**src/inc/psc_cfg.svh**
```systemverilog
// Constants for the print sequence controller
`ifndef PSC_CFG_SVH
`define PSC_CFG_SVH
`define PSC_CLK_HZ 20000000
`define PSC_IDLE_MIN_DEF 30
`define PSC_CYC_PER_MIN (`PSC_CLK_HZ * 60)
`define PSC_IDLE_W 16
`define PSC_CNT_W 40
`endif

```
**src/inc/psc_pkg.sv**
```systemverilog
// Types for the print sequence controller
package psc_pkg;
   typedef enum logic [2:0] {
      ST_WARMUP = 3'h0,
      ST_STANDBY = 3'h1,
      ST_INIT_ROT = 3'h3,
      ST_PRINTING = 3'h2,
      ST_LAST_ROT = 3'h6,
      ST_SLEEP = 3'h4
   } period_t;
endpackage

```
**src/inc/idle_if.sv**
```systemverilog
// Idle timer link between sequencer and timer
`timescale 1ns/1ps
interface idle_if;
   logic clear;
   logic enable;
   logic [15:0] minutes;
   logic expired;
   modport seq (output clear, output enable, output minutes, input expired);
   modport tmr (input clear, input enable, input minutes, output expired);
endinterface

```
**src/hdl/print_sequence_controller.sv**
```systemverilog
// Print engine period sequencer with sleep control
// Functional notes
// Warm-up on power-on, door close or sleep exit, until ready
// Warm-up heats fuser, detects parts, homes belt, cleans toner
// Standby after warm-up or last rotation until print command
// In standby, sleep command sleeps, calibration command calibrates
// Initial rotation from print command until first sheet picked
// Initial rotation enables supply, scanner, shutter, cartridges, fuser
// Printing follows initial rotation until last sheet fused
// Printing forms, transfers and fuses the image
// Last rotation follows printing until main motor stops
// Last rotation delivers sheet, stops supply, scanner, fuser
// Pending print command goes from last rotation to initial rotation
// Signal formatter for image data only after synchronisation
// Sleep after adjustable idle time, enabled, default thirty minutes; the code has no default and takes the time from i_sleep_minutes
// Asleep: backlight off, settings kept
// Jobs, buttons, covers, trays or test switch wake to warm-up
// Error display wins over sleep display; sleep timing unchanged
// One current period held in a register; reset gives warm-up
`timescale 1ns/1ps
`include "psc_cfg.svh"
module print_sequence_controller
   import psc_pkg::*;
(
   input wire logic i_clk,
   input wire logic i_nrst,
   input wire logic i_door_closed,
   input wire logic i_engine_ready,
   input wire logic i_print_cmd,
   input wire logic i_sleep_cmd,
   input wire logic i_calib_cmd,
   input wire logic i_calib_done,
   input wire logic i_first_pick,
   input wire logic i_last_fused,
   input wire logic i_motor_stopped,
   input wire logic i_image_synced,
   input wire logic i_sleep_enable,
   input wire logic [15:0] i_sleep_minutes,
   input wire logic i_wake_event,
   input wire logic i_error_active,
   output logic [2:0] o_period,
   output logic o_fuser_heat,
   output logic o_detect_parts,
   output logic o_home_belt,
   output logic o_clean_toner,
   output logic o_hv_on,
   output logic o_scanner_on,
   output logic o_shutter_open,
   output logic o_clean_window,
   output logic o_cart_engaged,
   output logic o_form_image,
   output logic o_deliver,
   output logic o_calibrating,
   output logic o_image_req,
   output logic o_backlight_on,
   output logic o_show_sleep,
   output logic o_show_error
);
   // --------------------------------------------------------------
   // Period state
   // --------------------------------------------------------------
   period_t st_r, st_nxt;
   logic pend_r, pend_nxt;
   logic cal_r, cal_nxt;
   logic door_r;
   idle_if il();

   idle_timer u_idle (
      .i_clk(i_clk),
      .i_nrst(i_nrst),
      .lnk(il)
   );

   // Idle means nothing in flight; a print or calibration command or a wake event restarts the count
   assign il.enable = i_sleep_enable && (st_r == ST_STANDBY) && !cal_r;
   assign il.clear = i_print_cmd || i_wake_event || i_calib_cmd;
   assign il.minutes = i_sleep_minutes;

   always_comb begin
      st_nxt = st_r;
      pend_nxt = pend_r;
      cal_nxt = cal_r;
      // A print arriving mid-calibration is held rather than lost
      if (i_print_cmd && (st_r != ST_STANDBY || cal_r))
         pend_nxt = 1'b1;
      unique case (st_r)
         ST_WARMUP: begin
            if (i_engine_ready)
               st_nxt = ST_STANDBY;
         end
         ST_STANDBY: begin
            if (cal_r) begin
               if (i_calib_done)
                  cal_nxt = 1'b0;
            end else if (i_print_cmd || pend_r) begin
               st_nxt = ST_INIT_ROT;
               pend_nxt = 1'b0;
            end else if (i_calib_cmd) begin
               cal_nxt = 1'b1;
            end else if (i_sleep_cmd || il.expired) begin
               st_nxt = ST_SLEEP;
            end
         end
         ST_INIT_ROT: begin
            if (i_first_pick)
               st_nxt = ST_PRINTING;
         end
         ST_PRINTING: begin
            if (i_last_fused)
               st_nxt = ST_LAST_ROT;
         end
         ST_LAST_ROT: begin
            if (i_motor_stopped) begin
               if (pend_r || i_print_cmd) begin
                  st_nxt = ST_INIT_ROT;
                  pend_nxt = 1'b0;
               end else begin
                  st_nxt = ST_STANDBY;
               end
            end
         end
         ST_SLEEP: begin
            if (i_wake_event || i_print_cmd)
               st_nxt = ST_WARMUP;
         end
      endcase
      // Door closing restarts warm-up from any period
      if (i_door_closed && !door_r)
         st_nxt = ST_WARMUP;
   end

   always_ff @(posedge i_clk or negedge i_nrst) begin
      if (!i_nrst) begin
         st_r <= ST_WARMUP;
         pend_r <= 1'b0;
         cal_r <= 1'b0;
         door_r <= 1'b1;
      end else begin
         st_r <= st_nxt;
         pend_r <= pend_nxt;
         cal_r <= cal_nxt;
         door_r <= i_door_closed;
      end
   end

   // --------------------------------------------------------------
   // Subsystem controls, registered from the next period
   // --------------------------------------------------------------
   logic [16:0] out_nxt, out_r;
   logic in_ir, in_pr, in_lr, in_wu, in_sl;
   always_comb begin
      in_wu = (st_nxt == ST_WARMUP);
      in_ir = (st_nxt == ST_INIT_ROT);
      in_pr = (st_nxt == ST_PRINTING);
      in_lr = (st_nxt == ST_LAST_ROT);
      in_sl = (st_nxt == ST_SLEEP);
      out_nxt[0] = in_wu || in_ir || in_pr;
      out_nxt[1] = in_wu;
      out_nxt[2] = in_wu;
      out_nxt[3] = in_wu;
      out_nxt[4] = in_ir || in_pr;
      out_nxt[5] = in_ir || in_pr;
      out_nxt[6] = in_ir || in_pr;
      out_nxt[7] = in_ir || in_lr;
      out_nxt[8] = in_ir || in_pr;
      out_nxt[9] = in_pr;
      out_nxt[10] = in_lr;
      out_nxt[11] = cal_nxt;
      // Data request only once paper and image paths are aligned
      out_nxt[12] = in_pr && i_image_synced;
      out_nxt[13] = !in_sl;
      out_nxt[14] = in_sl && !i_error_active;
      out_nxt[15] = i_error_active;
      out_nxt[16] = 1'b0;
   end

   always_ff @(posedge i_clk or negedge i_nrst) begin
      if (!i_nrst)
         out_r <= 17'h0200F;
      else
         out_r <= out_nxt;
   end

   assign o_period = st_r;
   assign o_fuser_heat = out_r[0];
   assign o_detect_parts = out_r[1];
   assign o_home_belt = out_r[2];
   assign o_clean_toner = out_r[3];
   assign o_hv_on = out_r[4];
   assign o_scanner_on = out_r[5];
   assign o_shutter_open = out_r[6];
   assign o_clean_window = out_r[7];
   assign o_cart_engaged = out_r[8];
   assign o_form_image = out_r[9];
   assign o_deliver = out_r[10];
   assign o_calibrating = out_r[11];
   assign o_image_req = out_r[12];
   assign o_backlight_on = out_r[13];
   assign o_show_sleep = out_r[14];
   assign o_show_error = out_r[15];

   // --------------------------------------------------------------
   // Checks
   // --------------------------------------------------------------
   // Door closing seen as a rising level against the last cycle
   logic door_rise;
   assign door_rise = i_door_closed && !door_r;
endmodule

```
**src/hdl/idle_timer.sv**
```systemverilog
// Idle timer counting minutes of inactivity
`timescale 1ns/1ps
`include "psc_cfg.svh"
module idle_timer (
   input wire logic i_clk,
   input wire logic i_nrst,
   idle_if.tmr lnk
);
   logic [39:0] cyc_r, cyc_nxt;
   logic [15:0] min_r, min_nxt;
   logic exp_r, exp_nxt;
   localparam logic [39:0] CYC_MIN = 40'(`PSC_CYC_PER_MIN - 1);
   always_comb begin
      cyc_nxt = cyc_r;
      min_nxt = min_r;
      exp_nxt = 1'b0;
      if (lnk.clear || !lnk.enable) begin
         cyc_nxt = 40'h0;
         min_nxt = 16'h0;
      end else if (cyc_r == CYC_MIN) begin
         cyc_nxt = 40'h0;
         min_nxt = min_r + 16'h1;
      end else begin
         cyc_nxt = cyc_r + 40'h1;
      end
      if (lnk.enable && !lnk.clear && min_r >= lnk.minutes)
         exp_nxt = 1'b1;
   end
   always_ff @(posedge i_clk or negedge i_nrst) begin
      if (!i_nrst) begin
         cyc_r <= 40'h0;
         min_r <= 16'h0;
         exp_r <= 1'b0;
      end else begin
         cyc_r <= cyc_nxt;
         min_r <= min_nxt;
         exp_r <= exp_nxt;
      end
   end
   assign lnk.expired = exp_r;
endmodule

```
**config.mk**
```make
export PLATFORM = sky130hd
export DESIGN_NAME = print_sequence_controller
export DESIGN_NICKNAME = d
export VERILOG_FILES = /design/src/inc/psc_pkg.sv /design/src/inc/idle_if.sv /design/src/hdl/print_sequence_controller.sv /design/src/hdl/idle_timer.sv
export VERILOG_INCLUDE_DIRS = /design/src /design/src/inc
export SDC_FILE = /design/constraint.sdc
export NUM_CORES = 1
export LEC_CHECK = 0
export BUFFER_PORTS_ARGS = -buffer_cell sky130_fd_sc_hd__buf_2
export CORE_ASPECT_RATIO = 0.5
export CORE_UTILIZATION = 53
export CTS_CLUSTER_SIZE = 10
export DETAILED_ROUTE_END_ITERATION = 10
export PLACE_DENSITY = 0.77
export SLEW_MARGIN = 0
export SYNTH_ARGS = -nofsm -noshare
export SYNTH_HDL_FRONTEND = slang
export SYNTH_SLANG_ARGS = --single-unit
```
**constraint.sdc**
```tcl
create_clock -name i_clk -period 2.2 [get_ports i_clk]
set_input_delay 0.33 -clock i_clk [delete_from_list [all_inputs] [get_ports i_clk]]
set_output_delay 0.33 -clock i_clk [all_outputs]
set_load 0.005 [all_outputs]
```
==> results of run 1 <==
[power groups by stage]
stage / clock network [W] / registers, W / logic, W
after floorplan: 0 / 0.00157 / 0.000356
after global placement: 0 / 0.00157 / 0.000588
after detailed placement: 0 / 0.00157 / 0.000601
after CTS: 0.00162 / 0.00155 / 0.000612
after global routing: 0.00168 / 0.00157 / 0.000680
final: 0.00160 / 0.00155 / 0.000620
[area by class of cell]
cell class | instances | share of cell area
clock buffer | 11 | 0.0516
clock inverter | 5 | 0.0159
timing repair buffer | 75 | 0.0995
sequential | 73 | 0.374
multi-input combinational | 307 | 0.413
inverter | 27 | 0.0207
tap | 96 | 0.0245
[cells by family after synthesis]
logic type	share of synthesized area
AO/OA/AOI/OAI	0.0904
flip-flops	0.455
AND/OR/NAND/NOR	0.257
multiplexers	0.00248
XOR/XNOR	0.0870
buffers and inverters	0.0528
adder cells (fa/ha/maj)	0.0559
[per-stage QoR]
| step | instance area [um2] | utilization | instances | setup TNS (ns) | power (W) |
|---|---|---|---|---|---|
| finish | 4890 | 0.666 | 594 | 0 | 0.00376 |
| global route | 4890 | 0.666 | 594 | -0.537 | 0.00393 |
| CTS | 4800 | 0.654 | 590 | 0 | 0.00378 |
| detailed placement | 4470 | 0.609 | 574 | 0 | 0.00217 |
| global placement | 4470 | 0.609 | 574 | 0 | 0.00216 |
| floorplan | 4030 | - | 428 | 0 | 0.00192 |
[registers in the layout, indices dropped and copies added (netlist names)]
register	cells
pend_r	1
door_r	1
out_r	11
o_period	3
u_idle.lnk.expired	1
u_idle.min_r	16
u_idle.cyc_r	40
[cell usage after synthesis, types with 5 or more instances]
| master | instances | area (um2) |
|---|---|---|
| dfrtp_1 | 69 | 1730 |
| nor2_1 | 57 | 214 |
| xnor2_1 | 31 | 272 |
| inv_1 | 27 | 101 |
| nor3_1 | 22 | 110 |
| ha_1 | 18 | 225 |
| nand3_1 | 18 | 90.1 |
| a21oi_1 | 16 | 80.1 |
| nand4_1 | 16 | 100 |
| o21ai_0 | 16 | 80.1 |
| nand2_1 | 14 | 52.6 |
| or3_1 | 12 | 75.1 |
| clkbuf_1 | 10 | 37.5 |
| xor2_1 | 9 | 78.8 |
| and3_1 | 8 | 50.1 |
| and4_1 | 7 | 61.3 |
| a21o_1 | 5 | 37.5 |
| and2_1 | 5 | 31.3 |
| buf_2 | 5 | 25.0 |
| buf_4 | 5 | 37.5 |
| nor4_1 | 5 | 31.3 |
[timing repair]
item,4_1_cts,5_1_grt
buffers inserted,0,3
hold buffers,0,0
endpoints found under the hold margin,0,0
setup endpoints to repair,0,30
resized for setup,0,12
[worst reg2reg max path, stage by stage (launching register included)]
cell	delay, ns
dfrtp_1	0.41
or4_4	0.54
nor4_4	0.36
nand4_1	0.16
buf_6	0.17
or3_1	0.33
a21oi_2	0.14
[final timing paths]
| check | end | cells past startpoint |
|---|---|---|
| worst max-delay path | u_idle.min_r[13] | 6 |
| worst min-delay path | u_idle.min_r[14] | 1 |
| worst max register to register | u_idle.min_r[13] | 6 |
| worst min register to register | u_idle.cyc_r[0] | 1 |
| max in group asynchronous | u_idle.cyc_r[30] | 2 |
| min in group i_clk | door_r | 1 |
[routing by layer]
| metal | global-route usage | vias up | share of wire |
|---|---|---|---|
| met1 | 0.303 | 1652 | 0.46 |
| met5 | 0 | - | 0 |
| li1 | - | 1626 | - |
| met4 | 0.0762 | 0 | 0.013 |
| met2 | 0.378 | 81 | 0.48 |
| met3 | 0.0586 | 12 | 0.041 |
==> flow_summary_export.csv, run 1 <==
group,metric,value,unit
timing,slew_headroom,0.602,
synthesis,syn_area,0.00403,mm2
detailed_routing,firstDrtPassIters,8,
timing,hold_violations,1,
power,p_int,0.00280,W
timing,finalSetupViolations,0,
outcome,outcome,"finished with violations",
detailed_routing,drt_iter0_drc,260,
setup_path,crit_fanout,13,
clock_tree,cts_made_buffers,9,
power,peakVddDrop,0.446,mV
timing,period_share,0.990,
power,clock_power_share,0.424,
detailed_routing,route.final.wire_length,8.67,mm
clock_tree,clockRootBuffer,"clkbuf_16",
synthesis,avgSynthCellArea,9.41,um2
timing,rsz0062_at_grt,"yes",
timing,fmax,0.459,GHz
synthesis,syn_inst,428,
setup_path,crit_buf_inv,1,
detailed_routing,drc_errors,5,
grt,grt_pass1_wl,14.4,mm
finish,multiInputGateArea,0.00202,mm2
floorplanning,dieWidth,125,um
timing,layout_min_cycle_time,2.18,ns
synthesis,synth_edf_count,0,
finish,diodes,0,
placement,place_congestion,0.774,
synthesis,async_flop_share,1.00,
finish,final_common_cell,"dfrtp_1",
timing,finClkSkew,0.0101,ns
detailed_routing,vias,3371,
finish,n_fill_cell,544,
power,p_per_area,769,mW/mm2
grt,antenna_found_initial,0,
clock_tree,path_clk_slew,0.06,ns
timing,slew_viol_final,0,
power,swShare,0.257,
setup_path,critPathKind,"reg -> reg",
placement,place.port_buffers,49,
timing,holdWs,-0.000318,ns
clock_tree,htree_levels,3,
timing,worstMarginPinSlew,0.597,ns
power,comb_power_share,0.165,
floorplanning,die_h,63.7,um
setup_path,reg2reg_slack,0.02,ns
detailed_routing,ant_nets,0,
setup_path,critPathTopFamily,"simple AND/OR/NAND/NOR gates",
setup_path,critPathMaxStageDelay,0.54,ns
grt,grt_usage,0.231,
synthesis,ys_ff_latch,73,
outcome,violations,"DRC, hold timing",
grt,grt_start_max_net_pins,49,
finish,final_cell_mix,"dfrtp_1 (69), nor2_1 (57), buf_2 (49)",
setup_path,crit_chain,"or4_4 > nor4_4 > nand4_1 > buf_6 > or3_1 > a21oi_2",
synthesis,yosysSeqAreaShare,0.455,
floorplanning,num_rows,22,
finish,nets,542,
detailed_routing,wl_per_cell,14.6,um
finish,syn_to_final_growth,21.5,%
clock_tree,clk_path_buf_depth,2,
detailed_routing,via_per_inst,5.68,
power,power.switching,0.000968,W
synthesis,synth_cell_types,52,
floorplanning,pin_count,50,
setup_path,crit_arrival,2.45,ns
power,leakage,2.14,nW
floorplanning,core,0.00735,mm2
setup_path,cp_slowest_cell,"or4_4",
setup_path,end_kind,"flip-flop",
worst_hold_path,hold_class,"in -> async",
synthesis,synth_fp_nets,477,
floorplanning,start_util,0.548,
clock_tree,cts_tree,"yes",
job,cap_viol_max_count,0,
floorplanning,design.die.area,0.00798,mm2
grt,overflow,0,
grt,first_global_vias,3086,
setup_path,rr_startpoint,"u_idle.cyc_r[22]",
finish,seq_area,0.00183,mm2
setup_path,cp-startpoint,"u_idle.cyc_r[22]",
setup_path,critPathLaunchType,"flip-flop",
timing,finalWorstSetupSlack,0.0216,ns
power,seqPwrFrac,0.412,
finish,drive_gt1_frac,0.231,
synthesis,yosys_warnings,0,
setup_path,worst-endpoint-required,2.47,ns
synthesis,synthFlopType,"dfrtp_1",
placement,post-dp-hpwl,5.81,mm
clock_tree,cts_sinks,73,
placement,dp_slack,0.0187,ns
clock_tree,insertion_delay,0.34,ns
(Power assumes the default switching activity.)
==> run 2, diff against run 1 <==
clock period = 1.9 ns   (was 2.2 ns; I/O delays follow)
==> flow_summary_export.csv, run 2 (synthesis results as in run 1) <==
group,metric,value,unit
outcome,outcome,"finished with violations",
outcome,violations,"DRC, setup timing",
grt,grt_usage,0.265,
setup_path,crit_chain,"or4_4 > nor4_4 > nand4_1 > buf_6 > buf_6 > o41ai_1",
timing,finalWorstSetupSlack,-0.268,ns
timing,period_share,1.14,
power,seqPwrFrac,0.394,
detailed_routing,ant_nets,0,
setup_path,crit_fanout,7,
power,clock_power_share,0.395,
finish,instances_no_fill,634,
clock_tree,clk_path_buf_depth,2,
setup_path,crit_arrival,2.39,ns
power,comb_power_share,0.211,
timing,worstMarginPinSlew,0.447,ns
detailed_routing,vias,3660,
setup_path,critPathLaunchType,"flip-flop",
setup_path,critPathMaxStageDelay,0.55,ns
detailed_routing,wl_per_cell,15.9,um
placement,post-dp-hpwl,6.22,mm
finish,syn_to_final_growth,32.1,%
clock_tree,insertion_delay,0.34,ns
setup_path,rr_endpoint,"u_idle.min_r[15]",
setup_path,crit_path_end,"u_idle.min_r[15]",
finish,diodes,0,
setup_path,critPathKind,"reg -> reg",
worst_hold_path,hold_class,"in -> reg",
clock_tree,clockRootBuffer,"clkbuf_16",
floorplanning,core,0.00735,mm2
finish,largest_register,"u_idle.cyc_r",
finish,drive_gt1_frac,0.307,
timing,fmax,0.461,GHz
finish,final_cell_mix,"dfrtp_1 (68), nor2_1 (56), buf_4 (52)",
floorplanning,die_h,63.7,um
timing,finalSetupViolations,56,
detailed_routing,drt_iter0_drc,330,
floorplanning,design.die.area,0.00798,mm2
grt,antenna_found_initial,0,
power,power.switching,0.00122,W
timing,layout_min_cycle_time,2.17,ns
setup_path,worst-endpoint-required,2.12,ns
power,peakVddDrop,0.594,mV
finish,final_common_cell,"dfrtp_1",
setup_path,reg2reg_slack,-0.27,ns
finish,largest_reg_flops,40,
power,p_per_area,846,mW/mm2
floorplanning,start_util,0.548,
setup_path,cp_slowest_cell,"or4_4",
setup_path,rr_worst_depth,6,
detailed_routing,via_per_inst,5.77,
placement,place_congestion,0.821,
clock_tree,htree_levels,3,
clock_tree,cts_sinks,73,
setup_path,rr_startpoint,"u_idle.cyc_r[34]",
power,p_int,0.00328,W
clock_tree,cts_made_buffers,9,
detailed_routing,firstDrtPassIters,8,
timing,slew_viol_final,0,
floorplanning,num_rows,22,
finish,nets,582,
grt,grt_start_max_net_pins,74,
clock_tree,cts_tree,"yes",
finish,fin_util,0.724,
timing,rsz0062_at_grt,"yes",
job,cap_viol_max_count,0,
timing,hold_violations,0,
detailed_routing,route.final.wire_length,10.1,mm
worst_hold_path,hold_start,"i_door_closed",
finish,largestRegisters,"u_idle.cyc_r x40, u_idle.min_r x16, out_r x11",
setup_path,crit_top_cell,"buf_6",
detailed_routing,drc_errors,7,
placement,place.port_buffers,49,
floorplanning,pin_count,50,
timing,holdWs,0.0544,ns
finish,fin_area,0.00532,mm2
floorplanning,dieWidth,125,um
grt,grt_pass1_wl,16.3,mm
finish,n_fill_cell,472,
setup_path,cp-startpoint,"u_idle.cyc_r[34]",
power,swShare,0.271,
placement,placedInstanceArea,0.00472,mm2
setup_path,end_kind,"flip-flop",
power,leakage,2.38,nW
grt,first_global_vias,3435,
timing,slew_headroom,0.699,
grt,overflow,0,
timing,finClkSkew,0.00755,ns
timing,final.setup.tns,-10.61,ns
placement,placed_cells,605,
clock_tree,path_clk_slew,0.06,ns
run 2: cell types whose count changed in the layout (fill, tap and decap cells not counted), sizes merged:
| cell | before | now |
|---|---|---|
| buf | 74 | 114 |
| dlygate4sd3 | 0 | 1 |
| clkinv | 2 | 3 |
| clkbuf | 12 | 10 |
run 2: layer usage:
layer	part of all wire	up-vias	global-route usage	wire length [um]
li1	-	1718	-	-
met3	0.057	29	0.0748	575
met4	0.020	0	0.0945	199
met2	0.49	135	0.455	4900
met1	0.44	1778	0.322	4390
met5	0	-	0	0
run 2: metrics by stage:
| stage | setup slack [ns] | power [W] |
|---|---|---|
| after floorplan | -0.170 | 0.00225 |
| after global placement | -0.150 | 0.00260 |
| after detailed placement | -0.215 | 0.00261 |
| after CTS | -0.193 | 0.00444 |
| after global routing | -0.353 | 0.00467 |
| final | -0.268 | 0.00450 |
run 2: power by group through the flow:
stage / clock network [W] / registers (W) / logic (W)
after CTS: 0.00180 / 0.00177 / 0.000865
after global placement: 0 / 0.00178 / 0.000813
after detailed placement: 0 / 0.00179 / 0.000824
final: 0.00178 / 0.00177 / 0.000949
after floorplan: 0 / 0.00181 / 0.000434
after global routing: 0.00186 / 0.00179 / 0.00102
run 2: critical path: cells and delay by family, from the launching register on:
kind / cells / cell delay (ns)
buffers and inverters: 2 / 0.29
AND/OR/NAND/NOR: 3 / 1.08
AO/OA/AOI/OAI: 1 / 0.30
flip-flops: 1 / 0.39
run 2: worst min path at each step:
stage / endpoint / slack [ns] / cells after the start
CTS: door_r / 0.04 / 1
floorplan: o_period[0] / -0.01 / 0
finish: door_r / 0.05 / 1
global placement: u_idle.min_r[10] / 0.34 / 2
global route: door_r / 0.04 / 1
detailed placement: u_idle.min_r[10] / 0.34 / 2
run 2: layout make-up:
type	instances	area [um2]	share of cell area
timing repair buffer	115	858	0.161
tap	96	120	0.0226
multi-input combinational	307	2100	0.394
clock inverter	6	82.6	0.0155
inverter	27	101	0.0190
clock buffer	10	229	0.0430
sequential	73	1830	0.344
run 2: what timing repair did:
| item | 4_1_cts | 5_1_grt |
|---|---|---|
| hold buffers | 1 | 0 |
| cloned | 3 | 0 |
| setup endpoints to repair | 58 | 64 |
| pin swaps | 13 | 14 |
| hold endpoints to repair | 64 | 0 |
| setup buffers | 9 | 3 |
| gates resized for setup | 23 | 15 |
